$ cat src/rtl/wake_cfg_consts.svh
// Holds the offsets, field positions, reset values and timing figures of the wake block.
// Assumes a 20 MHz core clock and an 8-bit register port with a 7-bit address.
`ifndef WAKE_CFG_CONSTS_SVH
`define WAKE_CFG_CONSTS_SVH
`define ADDR_WAKE_PULL 7'h08
`define ADDR_WAKE_FILTER 7'h09
`define ADDR_TIMER_ONE 7'h0C
`define CFG_FIELD_MASK 8'h3F
`define TIMER_CTRL_MASK 8'h77
`define REG_RESET 8'h00
`define ON_LSB 4
`define HS_CODE_TIMER_ONE 3'h2
`define HS_CODE_TIMER_TWO 3'h3
`define CLOCK_MHZ 20
`define FILTER_SHORT_US 16
`define FILTER_LONG_US 64
`define FILTER_SHORT_CYC (`FILTER_SHORT_US * `CLOCK_MHZ)
`define FILTER_LONG_CYC (`FILTER_LONG_US * `CLOCK_MHZ)
`define TENTHS_PER_MS 10
`endif

$ cat src/rtl/wake_cfg_pkg.sv
// Holds the types shared by the wake input and cyclic timer block.
// Assumes the constants header supplies every number.
package wake_cfg_pkg;
  // Filter selections of one wake input.
  typedef enum logic [1:0]
  {
    FILT_STATIC_SHORT = 2'h0,
    FILT_STATIC_LONG = 2'h1,
    FILT_CYCLIC_ONE = 2'h2,
    FILT_CYCLIC_TWO = 2'h3
  } filter_mode_type;
  // Pull selections of one wake input.
  typedef enum logic [1:0]
  {
    PULL_NONE = 2'h0,
    PULL_DOWN = 2'h1,
    PULL_UP = 2'h2,
    PULL_AUTO = 2'h3
  } pull_mode_type;
  // Phases of the cyclic timer.
  typedef enum logic [1:0]
  {
    TMR_IDLE = 2'h0,
    TMR_ON = 2'h1,
    TMR_OFF = 2'h2
  } timer_state_type;
endpackage : wake_cfg_pkg

$ cat src/rtl/wake_input_cyclic_sense_cfg.sv
// Holds the wake input pull and filter configuration and the cyclic timer one.
// Assumes a register port already framed from the serial port, pins on WAKE_PIN, timer two end pulse from outside.
`include "wake_cfg_consts.svh"
`timescale 1ns/1ps
`default_nettype none

module wake_input_cyclic_sense_cfg #(
  parameter int NUM_WAKE = 3,
  parameter int CYC_PER_MS = 20000
)
(
  input wire logic CLOCK,
  input wire logic RST_N,
  input wire logic [6:0] REG_ADDR,
  input wire logic REG_WRITE,
  input wire logic [7:0] REG_WDATA,
  output logic [7:0] REG_RDATA,
  input wire logic RESTART,
  input wire logic HS_CLEARED,
  input wire logic [2:0] HS_CONFIG,
  input wire logic TIMER_TWO_ON_END,
  input wire logic TIMER_A_WAKE_ENABLE,
  input wire logic [2:0] WAKE_PIN,
  output logic [2:0] PULL_UP_ON,
  output logic [2:0] PULL_DOWN_ON,
  output logic [2:0] WAKE_LEVEL,
  output logic [2:0] WAKE_EVENT,
  output logic HIGH_SIDE_OUTPUT,
  output logic TIMER_WAKE
);
  // Configuration registers as software sees them.
  logic [7:0] wake_pull_config;
  logic [7:0] wake_filter_config;
  logic [7:0] cyclic_timer_one_control;
  logic [7:0] next_pull;
  logic [7:0] next_filter;
  logic [7:0] next_timer_ctrl;
  // Read data register.
  logic [7:0] next_rdata;
  // Set while any input uses a cyclic filter mode; gates the switch-clear rule.
  logic cyclic_any;

  // Returns the register the address names, with reserved bits forced low.
  function automatic logic [7:0] read_mux(input logic [6:0] a, input logic [7:0] p, input logic [7:0] f,
                                          input logic [7:0] t);
    case (a)
      `ADDR_WAKE_PULL: read_mux = p & `CFG_FIELD_MASK;
      `ADDR_WAKE_FILTER: read_mux = f & `CFG_FIELD_MASK;
      `ADDR_TIMER_ONE: read_mux = t & `TIMER_CTRL_MASK;
      default: read_mux = `REG_RESET;
    endcase
  endfunction : read_mux

  // Cycles of one on-time code; zero for the codes that do not run.
  // Every code follows CYC_PER_MS, so a shortened millisecond keeps the on-time to period ratios.
  function automatic logic [31:0] on_cycles(input logic [2:0] c);
    case (c)
      3'h1: on_cycles = 32'(CYC_PER_MS / `TENTHS_PER_MS);
      3'h2: on_cycles = 32'(3 * CYC_PER_MS / `TENTHS_PER_MS);
      3'h3: on_cycles = 32'(CYC_PER_MS);
      3'h4: on_cycles = 32'(10 * CYC_PER_MS);
      3'h5: on_cycles = 32'(20 * CYC_PER_MS);
      default: on_cycles = 32'h0;
    endcase
  endfunction : on_cycles

  // Cycles of one period code; the reserved code is treated as the shortest period.
  function automatic logic [31:0] period_cycles(input logic [2:0] c);
    case (c)
      3'h1: period_cycles = 32'(20 * CYC_PER_MS);
      3'h2: period_cycles = 32'(50 * CYC_PER_MS);
      3'h3: period_cycles = 32'(100 * CYC_PER_MS);
      3'h4: period_cycles = 32'(200 * CYC_PER_MS);
      3'h5: period_cycles = 32'(1000 * CYC_PER_MS);
      3'h6: period_cycles = 32'(2000 * CYC_PER_MS);
      default: period_cycles = 32'(10 * CYC_PER_MS);
    endcase
  endfunction : period_cycles

  // Register writes, restart handling and reads.
  always_comb
  begin
    next_pull = wake_pull_config;
    next_filter = wake_filter_config;
    next_timer_ctrl = cyclic_timer_one_control;
    if (REG_WRITE && REG_ADDR == `ADDR_WAKE_PULL)
    begin
      next_pull = REG_WDATA & `CFG_FIELD_MASK;
    end
    if (REG_WRITE && REG_ADDR == `ADDR_WAKE_FILTER)
    begin
      next_filter = REG_WDATA & `CFG_FIELD_MASK;
    end
    if (REG_WRITE && REG_ADDR == `ADDR_TIMER_ONE)
    begin
      next_timer_ctrl = REG_WDATA & `TIMER_CTRL_MASK;
    end
    // Restart keeps the six pull and filter configuration bits and clears timer one; reserved ones stay clear.
    if (RESTART)
    begin
      next_pull = wake_pull_config & `CFG_FIELD_MASK;
      next_filter = wake_filter_config & `CFG_FIELD_MASK;
      next_timer_ctrl = `REG_RESET;
    end
    // Cleared switches under cyclic sense would give false detections, so the timer goes too.
    if (HS_CLEARED && cyclic_any)
    begin
      next_timer_ctrl = `REG_RESET;
    end
    next_rdata = read_mux(REG_ADDR, next_pull, next_filter, next_timer_ctrl);
  end

  // Registers the configuration; reset clears all three.
  always_ff @(posedge CLOCK)
  begin
    if (!RST_N)
    begin
      wake_pull_config <= `REG_RESET;
      wake_filter_config <= `REG_RESET;
      cyclic_timer_one_control <= `REG_RESET;
      REG_RDATA <= `REG_RESET;
    end
    else
    begin
      wake_pull_config <= next_pull;
      wake_filter_config <= next_filter;
      cyclic_timer_one_control <= next_timer_ctrl;
      REG_RDATA <= next_rdata;
    end
  end

  // Decoded timer fields.
  logic [2:0] on_code;
  logic [2:0] per_code;
  logic assigned;
  assign on_code = cyclic_timer_one_control[`ON_LSB +: 3];
  assign per_code = cyclic_timer_one_control[2:0];
  assign assigned = (HS_CONFIG == `HS_CODE_TIMER_ONE);
  always_comb
  begin
    cyclic_any = 1'b0;
    for (int i = 0; i < NUM_WAKE; i++)
    begin
      cyclic_any = cyclic_any | wake_filter_config[2*i+1];
    end
  end

  // Timer state.
  wake_cfg_pkg::timer_state_type tstate;
  wake_cfg_pkg::timer_state_type next_tstate;
  logic [31:0] tcount;
  logic [31:0] next_tcount;
  logic next_hs;
  logic on_end_one;
  logic next_on_end;
  logic next_timer_wake;

  // Timer phase sequencing: on-time at the start of each period, then off.
  always_comb
  begin
    next_tstate = tstate;
    next_tcount = tcount + 32'h1;
    next_on_end = 1'b0;
    next_hs = 1'b0;
    next_timer_wake = 1'b0;
    // A non-running code or a missing assignment parks the timer.
    if (!assigned || on_cycles(on_code) == 32'h0)
    begin
      next_tstate = wake_cfg_pkg::TMR_IDLE;
      next_tcount = 32'h0;
      next_hs = assigned && (on_code == 3'h6);
    end
    else
    begin
      case (tstate)
        wake_cfg_pkg::TMR_IDLE:
        begin
          next_tstate = wake_cfg_pkg::TMR_ON;
          next_tcount = 32'h1;
          next_hs = 1'b1;
        end
        wake_cfg_pkg::TMR_ON:
        begin
          next_hs = 1'b1;
          if (tcount >= on_cycles(on_code))
          begin
            next_tstate = wake_cfg_pkg::TMR_OFF;
            next_hs = 1'b0;
            next_on_end = 1'b1;
            next_timer_wake = TIMER_A_WAKE_ENABLE;
          end
        end
        wake_cfg_pkg::TMR_OFF:
        begin
          if (tcount >= period_cycles(per_code))
          begin
            next_tstate = wake_cfg_pkg::TMR_ON;
            next_tcount = 32'h1;
            next_hs = 1'b1;
          end
        end
        default:
        begin
          next_tstate = wake_cfg_pkg::TMR_IDLE;
          next_tcount = 32'h0;
        end
      endcase
    end
  end

  // Registers the timer; outputs come straight from these flops.
  always_ff @(posedge CLOCK)
  begin
    if (!RST_N)
    begin
      tstate <= wake_cfg_pkg::TMR_IDLE;
      tcount <= 32'h0;
      HIGH_SIDE_OUTPUT <= 1'b0;
      on_end_one <= 1'b0;
      TIMER_WAKE <= 1'b0;
    end
    else
    begin
      tstate <= next_tstate;
      tcount <= next_tcount;
      HIGH_SIDE_OUTPUT <= next_hs;
      on_end_one <= next_on_end;
      TIMER_WAKE <= next_timer_wake;
    end
  end

  // Per-input synchroniser, filter, and pull control.
  genvar g;
  generate
    for (g = 0; g < NUM_WAKE; g++)
    begin : gen_wake
      logic sync_a;
      logic sync_b;
      logic last;
      logic [11:0] stable;
      logic [11:0] next_stable;
      logic level;
      logic next_level;
      logic evt;
      logic next_evt;
      logic pu;
      logic pd;
      logic next_pu;
      logic next_pd;
      wake_cfg_pkg::filter_mode_type fmode;
      wake_cfg_pkg::pull_mode_type pmode;
      assign fmode = wake_cfg_pkg::filter_mode_type'(wake_filter_config[2*g +: 2]);
      assign pmode = wake_cfg_pkg::pull_mode_type'(wake_pull_config[2*g +: 2]);

      // Filter decision and pull selection for this input.
      always_comb
      begin
        next_stable = (sync_b == last) ? stable + 12'h1 : 12'h0;
        if (stable == 12'hFFF)
        begin
          next_stable = stable;
        end
        next_level = level;
        next_evt = 1'b0;
        case (fmode)
          wake_cfg_pkg::FILT_STATIC_SHORT:
            if (stable >= 12'(`FILTER_SHORT_CYC)) next_level = last;
          wake_cfg_pkg::FILT_STATIC_LONG:
            if (stable >= 12'(`FILTER_LONG_CYC)) next_level = last;
          wake_cfg_pkg::FILT_CYCLIC_ONE:
            if (on_end_one && stable >= 12'(`FILTER_SHORT_CYC)) next_level = last;
          default:
            if (TIMER_TWO_ON_END && stable >= 12'(`FILTER_SHORT_CYC)) next_level = last;
        endcase
        next_evt = (next_level != level);
        // Automatic pull follows the accepted level, so an open input is held where the filter last saw it.
        next_pu = 1'b0;
        next_pd = 1'b0;
        case (pmode)
          wake_cfg_pkg::PULL_DOWN: next_pd = 1'b1;
          wake_cfg_pkg::PULL_UP: next_pu = 1'b1;
          wake_cfg_pkg::PULL_AUTO:
          begin
            next_pu = level;
            next_pd = !level;
          end
          default: next_pu = 1'b0;
        endcase
      end

      // Registers synchroniser, filter and pull state.
      always_ff @(posedge CLOCK)
      begin
        if (!RST_N)
        begin
          sync_a <= 1'b0;
          sync_b <= 1'b0;
          last <= 1'b0;
          stable <= 12'h0;
          level <= 1'b0;
          evt <= 1'b0;
          pu <= 1'b0;
          pd <= 1'b0;
        end
        else
        begin
          sync_a <= WAKE_PIN[g];
          sync_b <= sync_a;
          last <= sync_b;
          stable <= next_stable;
          level <= next_level;
          evt <= next_evt;
          pu <= next_pu;
          pd <= next_pd;
        end
      end
      assign PULL_UP_ON[g] = pu;
      assign PULL_DOWN_ON[g] = pd;
      assign WAKE_LEVEL[g] = level;
      assign WAKE_EVENT[g] = evt;

    end
  endgenerate
endmodule : wake_input_cyclic_sense_cfg
`default_nettype wire
$ cat config.mk
export PLATFORM = sky130hd
export DESIGN_NAME = wake_input_cyclic_sense_cfg
export DESIGN_NICKNAME = d
export VERILOG_FILES = /design/src/rtl/wake_cfg_pkg.sv /design/src/rtl/wake_input_cyclic_sense_cfg.sv
export VERILOG_INCLUDE_DIRS = /design/src /design/src/rtl
export SDC_FILE = /design/constraint.sdc
export NUM_CORES = 1
export LEC_CHECK = 0
export ABC_AREA = 1
export BUFFER_PORTS_ARGS = -buffer_cell sky130_fd_sc_hd__buf_4
export CAP_MARGIN = 10
export CORE_MARGIN = 5
export CORE_UTILIZATION = 60
export DETAILED_ROUTE_END_ITERATION = 8
export PLACE_DENSITY = 0.88
export SETUP_SLACK_MARGIN = 0.15
export SLEW_MARGIN = 20
export SYNTH_ARGS = -nofsm -noshare
export SYNTH_HDL_FRONTEND = slang
export SYNTH_SLANG_ARGS = --single-unit
$ cat constraint.sdc
create_clock -name CLOCK -period 7.49 [get_ports CLOCK]
set_clock_uncertainty 0.2 [all_clocks]
set_input_delay 0.3745 -clock CLOCK [delete_from_list [all_inputs] [get_ports CLOCK]]
set_output_delay 0.3745 -clock CLOCK [all_outputs]
set_load 0.005 [all_outputs]
## Yosys cells after proc, flatten, opt, wreduce, memory -nomap -nowiden

Index checks and enable logic that the tools add are counted.

| cells by class | value |
|---|---|
| reduce and logical (&&, ||, !) cells | 25 |
| multiplexer cells | 48 |
| eq/ne operators | 44 |
| bitwise operators | 5 |
| order comparisons | 8 |
| add/sub/neg operators | 4 |

Operator list:

| kind | number |
|---|---|
| 32-bit 2-to-1 mux | 5 |
| 26-bit case mux with 6 select lines | 1 |
| 32-bit case mux with 3 select lines | 1 |
| 19-bit case mux with 5 select lines | 1 |
| 32-bit greater-or-equal comparator | 2 |
| 12-bit by 1-bit adder with 12-bit output, second input constant | 3 |
| 12-bit equality test, second input constant | 3 |
| 12-bit by 11-bit greater-or-equal comparator with 1-bit output, second input constant | 3 |
| 12-bit by 9-bit greater-or-equal comparator with 1-bit output, second input constant | 3 |
| 12-bit 2-to-1 mux | 3 |
| 32-bit by 1-bit adder with 32-bit output, second input constant | 1 |
| 32-bit logical NOT | 1 |
| 6-bit 2-to-1 mux | 4 |
| 7-bit by 4-bit equality test with 1-bit output, second input constant | 3 |
| 7-bit 2-to-1 mux | 3 |
| 7-bit case mux with 3 select lines | 1 |
| 2-bit equality test, second input constant | 10 |
| 3-bit equality test, second input constant | 6 |
| 1-bit 2-to-1 mux | 16 |
| 3-bit by 2-bit equality test with 1-bit output, second input constant | 5 |
| 2-bit by 1-bit equality test with 1-bit output, second input constant | 7 |
| 1-bit case mux with 2 select lines | 6 |
| 1-bit case mux with 3 select lines | 4 |
| 1-bit logical AND | 11 |
| 15 further kinds | 31 |

| word-level totals | value |
|---|---|
| bits of input ports | 28 |
| logic and storage cells | 167 |
| bits in registers | 120 |
| output and inout bits | 22 |

## Longest topological paths before layout

Gate-level depths: netlist of the first run.

| logic depth | value |
|---|---|
| depth after elaboration | 9 |
| depth in mapped cells | 21 |
| mapped depth without buffers | 21 |

## Worst setup path before layout of the first run

OpenSTA, ideal clock, no wires.

| timing | value |
|---|---|
| kind | reg2reg |
| start point | register cyclic_timer_one_control[2] |
| end point | register tcount[15] |
| library setup time | 66 ps |
| clock period less this slack | 2,447 ps |
| path buffers | 1 |
| slack | 5,043 ps |
| arrival | 2,181 ps |
| stages on the path, launching flop included | 20 |
| required time | 7,224 ps |
| cell sequence | dfxtp_1 -> inv_1 -> nor2_1 -> inv_1 -> nor2_1 -> nor3b_1 -> nand3_1 -> nand2_1 -> nor2_1 -> ha_1 -> nand2_1 -> inv_1 -> nand2_1 -> nand2_1 -> nand2_1 -> nand3_1 -> o21ai_2 -> nand3_4 -> buf_6 -> a21oi_2 |

| between the ends | value |
|---|---|
| cells in the longest elaborated chain, start to end | 7 |
| elaborated cells between the ends (all ways) | 12 |
| those cells by class | order compare: 1; eq/ne: 6; mux: 5 |

Ends and longest elaborated chain:

| what | line | text |
|---|---|---|
| start, declared | wake_input_cyclic_sense_cfg.sv:34 | `logic [7:0] cyclic_timer_one_control;` |
| start signal, assigned | wake_input_cyclic_sense_cfg.sv:120 | `` cyclic_timer_one_control <= `REG_RESET; `` |
| start signal, assigned | wake_input_cyclic_sense_cfg.sv:127 | `cyclic_timer_one_control <= next_timer_ctrl;` |
| 3-bit equality test, or another cell as far along | wake_input_cyclic_sense_cfg.sv:69 | `case (c)` |
| 26-bit case mux with 6 select lines (*) | wake_input_cyclic_sense_cfg.sv:69 |  |
| 32-bit 2-to-1 mux (*) | wake_input_cyclic_sense_cfg.sv:175 | `case (tstate)` |
| 32-bit 2-to-1 mux (*) | wake_input_cyclic_sense_cfg.sv:167 | `if (!assigned \|\| on_cycles(on_code) == 32'h0)` |
| 32-bit greater-or-equal comparator (*) | wake_input_cyclic_sense_cfg.sv:195 | `if (tcount >= period_cycles(per_code))` |
| 32-bit 2-to-1 mux (*) | wake_input_cyclic_sense_cfg.sv:195 |  |
| 32-bit case mux with 3 select lines (*) | wake_input_cyclic_sense_cfg.sv:175 |  |
| end signal, assigned | wake_input_cyclic_sense_cfg.sv:225 | `tcount <= next_tcount;` |
| end, declared | wake_input_cyclic_sense_cfg.sv:151 | `logic [31:0] tcount;` |

Mark *: on every way between the ends. The rest lies on a longest branch, timed or not. The select of a mux whose other input is x is not followed.
A chain may end at the register's enable or synchronous reset.

## Final worst setup path of the first run

| timing | value |
|---|---|
| start point | register cyclic_timer_one_control[2] |
| end point | register tcount[22] |

The elaborated chain is that of the path after synthesis.

==> metrics, run 1 <==
Setup CP Type register to register; dpl cells around 1,200; vias in the first global route approximately 6,800; final setup fails 0; synth warn 0; Crit-path slowest cell nand3_4; Rows 40; Detailed Route WL around 18,000 µm; most frequent cells in the layout nand2_1 (233), inv_1 (149), nor2_1 (129); status complete, no violations; clock latency on the worst-skew pair 0.43 ns; Initial Util 0.6114; power per cell area 187.4 mW/mm²; layout cells sized above 1 0.1221; Final period util 0.4030; crit-path cells inv_1 -> nor2_1 -> inv_1 -> nor2_1 -> inv_1 -> nand3_1 -> nand2_1 -> nor2_1 -> ha_1 -> nand2_1 -> inv_1 -> nand2_1 -> nand2_1 -> nand2_1 -> nand3_1 -> o21ai_2 -> nand3_4 -> a21boi_0; crit-path max FO 28; htree depth 4; Multi-input gate area 0.004167 mm²; WP buf/inv 4; Clock Root Buffer clkbuf_16; DR iter-0 viols a little under 600; core footprint 0.01201 mm²; Netlist cell types 44; Routed Antenna Nets 0; Mapped Avg Cell Area between 6 and 7 µm²; vias post-DR slightly above 7,000; crit start category register; Vias/cell ~5.6; Die ar. approximately 0.015 mm²; ys flop type dfxtp_1; Worst path max stage delay about 0.40 ns; actual slew at the worst max-slew pin ~1.1 ns; Max Slew Vio Count 0; gpl congestion around 0.89; initial antenna violation count 0; uppermost routed layer met4; Die H ~120 µm; Peak VDD IR 0.1736 mV; crit-path most repeated cell nand2_1; ANT cells 0; worst path arrival time approximately 3.2 ns; Leak Pwr 3.694 nW; Post-synth EDFFs 0; Avg WL per Cell 14.13 µm; DR DRC count 0; post-CTS resize count 0; Cells after Synth around 1,100; sequential-to-total area share from yosys stat 0.3244; PortBufs 47; Tot Pwr 1.563 mW; first-pass GRT wire length just over 30,000 µm; Hold Crit Class primary input to register; cts bufs inserted 17; Mapped Nets ~1,100; FFs w/ async S/R, synth 0; post-route minimum period 3.018 ns; FF+latch count, synth around 120; final hold vios 0; most common cell after layout, fill and taps aside nand2_1; grt ovf 0; RSZ-0062 raised after global routing false; Fill cells 978; clock sinks 119; Total GRT Usage 0.2556; wl on met1 7717 µm; clk slew on worst S/H paths roughly 0.060 ns; met3 WL approximately 1000 µm; WP data required approximately 7.6 ns; largest net degree at the start of global routing 54; Top delay family on crit path simple AND/OR/NAND/NOR gates; Final Cell Area 0.008339 mm²; Placed Area roughly 0.0077 mm²; Pre-Repair DR Iteration Count 5; Max Cap Viol 0; Final nets ~1,200; synthesized area around 0.0073 mm²; Die Width ~120 µm; maximum clock frequency roughly 330 MHz; met2 WL 8916 µm; HPWL Detailed roughly 13,000 µm; Setup TNS Final 0 ns; Finished Layout Cells approximately 1,300; Sequential cell area ~0.0024 mm²; clk buf depth 2; CTS tree built; Slew Limit Headroom 0.2792; Layout area overhead 13.56%; # IOs 50; crit path capture type register
synthesized netlist by cell type, types with 6 or more instances:
library cell  count  area share
a21oi_1          66       0.045
a21oi_2          21       0.025
buf_4            14       0.014
clkbuf_1          8      0.0041
dfxtp_1         119        0.32
ha_1             43       0.073
inv_1           149       0.076
inv_2             6      0.0031
nand2_1         233        0.12
nand3_1         100       0.068
nand3b_1          7      0.0072
nand4_1          18       0.015
nor2_1          129       0.066
nor2_2            6      0.0051
nor3_1           30       0.020
nor4_1            7      0.0060
o211ai_1         11       0.011
o21ai_0          31       0.021
or2_2             6      0.0051
xnor2_1           7      0.0083
xor2_1           22       0.026
worst min-delay path: stages:
cell and delay [ns]:
buf_4 0.10, o21ai_0 0.08, nor2_1 0.08
flip-flops by register name, summed over array words and instances, names as in the netlist, 6 cells and up:
register	flops
REG_RDATA	7
tcount	32
gen_wake.stable	36
wake_filter_config	6
cyclic_timer_one_control	6
wake_pull_config	6
through the flow:
stage          setup WS, ns    util  hold WS, ns
5_1_grt               4.101  0.6943      0.04607
6_report              4.472  0.6943      0.03671
3_3_place_gp          4.593  0.6389       0.2021
4_1_cts               4.491  0.6943      0.03582
3_5_place_dp          4.495  0.6389       0.2090
2_1_floorplan         5.043       -       0.1905
per-layer routing:
metal / GRT usage / vias to the layer above
li1: - / 3568
met1: 0.3095 / 3284
met2: 0.4415 / 233
met3: 0.06127 / 41
met4: 0.09136 / 0
met5: 0 / -
area by class of cell:
class	count	share of cell area
inverters	156	0.07052
multi-input cells	772	0.4996
repair buffers	51	0.04711
well taps	147	0.02206
flip-flops and latches	119	0.2857
clock buffers	22	0.05806
clock inverters	10	0.01695
worst paths after layout:
| kind | start | endpoint | slack (ns) | cells after the start |
|---|---|---|---|---|
| worst max-delay path | cyclic_timer_one_control[2] | tcount[22] | 4.47 | 18 |
| worst min register to register | gen_wake[2].sync_a | gen_wake[2].sync_b | 0.22 | 2 |
| worst max register to register | cyclic_timer_one_control[2] | tcount[22] | 4.47 | 18 |
| worst min-delay path | REG_WDATA[3] | wake_pull_config[3] | 0.04 | 3 |
power breakdown:
part	switching [mW]	leakage, nW	total (mW)	internal (mW)
logic	0.0304	2.43	0.0510	0.0206
registers	0.00577	0.961	0.646	0.640
clock network	0.307	0.303	0.866	0.559
total	0.343	3.69	1.56	1.22
logic make-up after synthesis:
family	synth area share
AOI/OAI and AO/OA	0.1152
xor gates and xnor gates	0.03459
adders and majority gates	0.07327
buffers and inverters	0.1082
DFF	0.3244
other	0.0005107
and+or+nand+nor	0.3438
repair_timing:
| item | in CTS | in global routing |
|---|---|---|
| endpoints found under the hold margin | 4 | 0 |
| hold buffers | 4 | 0 |
| setup buffers | 0 | 0 |
(Power assumes the default switching activity.)
==> inputs of run 2 (changes only) <==
- CORE_UTILIZATION: 60 -> 55
- PLACE_DENSITY: 0.88 -> 0.85
- clock period: 7.49 -> 2.45 ns (I/O delays scaled with it)
==> metrics, run 2 (synthesis results as in run 1) <==
most common cell after layout, fill and taps aside nand2_1; worst path arrival time 2.81 ns (-0.35 ns); largest net degree at the start of global routing 53 (-1.9%); vias in the first global route 7,136 (+5.3%); ANT cells 0 (unchanged); Crit-path slowest cell dfxtp_4; gpl congestion 0.9814 (+9.7%); crit-path cells inv_2 -> nand3_1 -> nor3b_4 -> nand3_2 -> nand2_1 -> nor2_1 -> ha_1 -> nand2_1 -> inv_1 -> nand2_1 -> nand2_1 -> nand2_1 -> nand3_2 -> o21ai_4 -> nand3_4 -> buf_12 -> a21oi_2; clock sinks 119 (unchanged); grt ovf 0 (unchanged); Final period util 1.080 (+0.6774); Die H 125.6 µm (+4.1%); first-pass GRT wire length 33,440 µm (+9.6%); Layout area overhead 24.19%; RSZ-0062 raised after global routing true; max reg flops 36 (unchanged); met2 layer usage reported by global route 0.4478 (+0.006271); final setup fails 31 (+31); Die ar. 0.01576 mm² (+8.3%); Biggest register gen_wake.stable; Leak Pwr 3.981 nW (+7.8%); Setup TNS Final -5.189 ns (-5.189 ns); M1 GR Usage 0.3006 (-0.008874); core footprint 0.01319 mm² (+9.8%); Pre-Repair DR Iteration Count 5 (unchanged); Routed Antenna Nets 0 (unchanged); DR iter-0 viols 1,016 (+72%); status finished with violations; Most Crowded Layer GR met2; htree depth 4 (unchanged); # IOs 50 (unchanged); Die Width 125.6 µm (+4.1%); Detailed Route WL 21,450 µm (+19%); crit start category register; vias post-DR 7,679 (+7.8%); initial antenna violation count 0 (unchanged); Worst Hold Slack 0.08095 ns (+0.04424 ns); final hold vios 0 (unchanged); Slew Limit Headroom 0.4791 (+0.1998); post-route minimum period 2.647 ns (-0.3714 ns); crit-path max FO 28 (unchanged); Fill cells 977 (-0.10%); maximum clock frequency 377.8 MHz (+14%); Setup CP Type register to register; most frequent cells in the layout nand2_1 (226), inv_1 (141), nor2_1 (122); met3 Usage GRT 0.06482 (+0.003547); clock latency on the worst-skew pair 0.43 ns (about the same); actual slew at the worst max-slew pin 0.7758 ns (-0.2964 ns); setup ws final -0.1970 ns (-4.669 ns); WP data required 2.61 ns (-5.02 ns); Rows 42 (+5.0%); Final nets 1,247 (+5.0%); crit-path most repeated cell nand2_1; HPWL Detailed 13,600 µm (+6.5%); CTS tree built; top flop regs gen_wake.stable x36, tcount x32, REG_RDATA x7; failing checks negative setup slack; Total GRT Usage 0.2570 (+0.001406); Max Slew Vio Count 0 (unchanged); Max Cap Viol 0 (unchanged); Avg WL per Cell 15.71 µm (+11%); clk buf depth 2 (unchanged); DR DRC count 0 (unchanged); clk slew on worst S/H paths 0.06 ns (about the same); Worst path max stage delay 0.37 ns (-0.03 ns); Initial Util 0.5567 (-0.05463); Peak VDD IR 0.4688 mV (+170%); Vias/cell 5.626 (+0.81%); power per cell area 524.8 mW/mm² (+180%); PortBufs 47 (unchanged); Hold Crit Class primary input to register; Clock Root Buffer clkbuf_16; crit path capture type register; layout cells sized above 1 0.1867 (+0.06459); cts bufs inserted 17 (unchanged)
[run 2: where the power goes]
group	internal [mW]	total (mW)	switching, mW
combinational	0.0859	0.191	0.106
clock	1.63	2.63	0.994
sequential	1.95	1.97	0.0174
total	3.67	4.79	1.12
[run 2: critical path, delay by kind of cell, from the launching register on]
kind	cells	cell delay [ns]
adders and majority gates	1	0.29
and+or+nand+nor	11	1.08
DFF	1	0.37
buffers and inverters	3	0.31
AOI/OAI and AO/OA	2	0.32
[run 2: final timing paths]
| kind | startpoint | endpoint | slack, ns | cells after the start |
|---|---|---|---|---|
| setup reg to reg | cyclic_timer_one_control[1] | tcount[10] | -0.20 | 17 |
| hold / removal | REG_WRITE | wake_filter_config[0] | 0.08 | 6 |
| hold reg to reg | gen_wake[2].sync_a | gen_wake[2].sync_b | 0.23 | 2 |
| setup / recovery | cyclic_timer_one_control[1] | tcount[10] | -0.20 | 17 |
[run 2: cell type report]
| class | count | area (µm²) | area share |
|---|---|---|---|
| multi-input combinational | 772 | 4374 | 0.4796 |
| tap | 176 | 220.2 | 0.02415 |
| clock buffer | 18 | 439.2 | 0.04815 |
| clock inverter | 14 | 171.4 | 0.01880 |
| inverter | 156 | 598.1 | 0.06558 |
| timing repair buffer | 110 | 919.6 | 0.1008 |
| sequential | 119 | 2397 | 0.2629 |
[run 2: per-stage QoR]
| stage | util | total power, mW | instance area (µm²) | setup slack [ns] | cells |
|---|---|---|---|---|---|
| 2_1_floorplan | - | 2.099 | 7367 | 0.1140 | 1077 |
| 3_3_place_gp | 0.6056 | 2.163 | 7988 | 0.003040 | 1301 |
| 3_5_place_dp | 0.6056 | 2.167 | 7988 | -0.06179 | 1301 |
| 4_1_cts | 0.6753 | 4.770 | 8907 | -0.02184 | 1360 |
| 5_1_grt | 0.6914 | 4.922 | 9120 | -0.3785 | 1365 |
| 6_report | 0.6914 | 4.786 | 9120 | -0.1970 | 1365 |
[run 2: per-layer routing]
layer	part of all wire	vias up
li1	-	3686
met1	0.39	3498
met2	0.49	400
met3	0.079	95
met4	0.038	0
met5	0	-
[run 2: timing repair]
| action | in CTS | in global routing |
|---|---|---|
| endpoints found under the hold margin | 36 | 0 |
| pin swaps | 1 | 13 |
| setup endpoints to repair | 32 | 43 |
| resized for setup | 14 | 48 |
| hold buffers | 26 | 0 |
| buffers inserted | 1 | 5 |
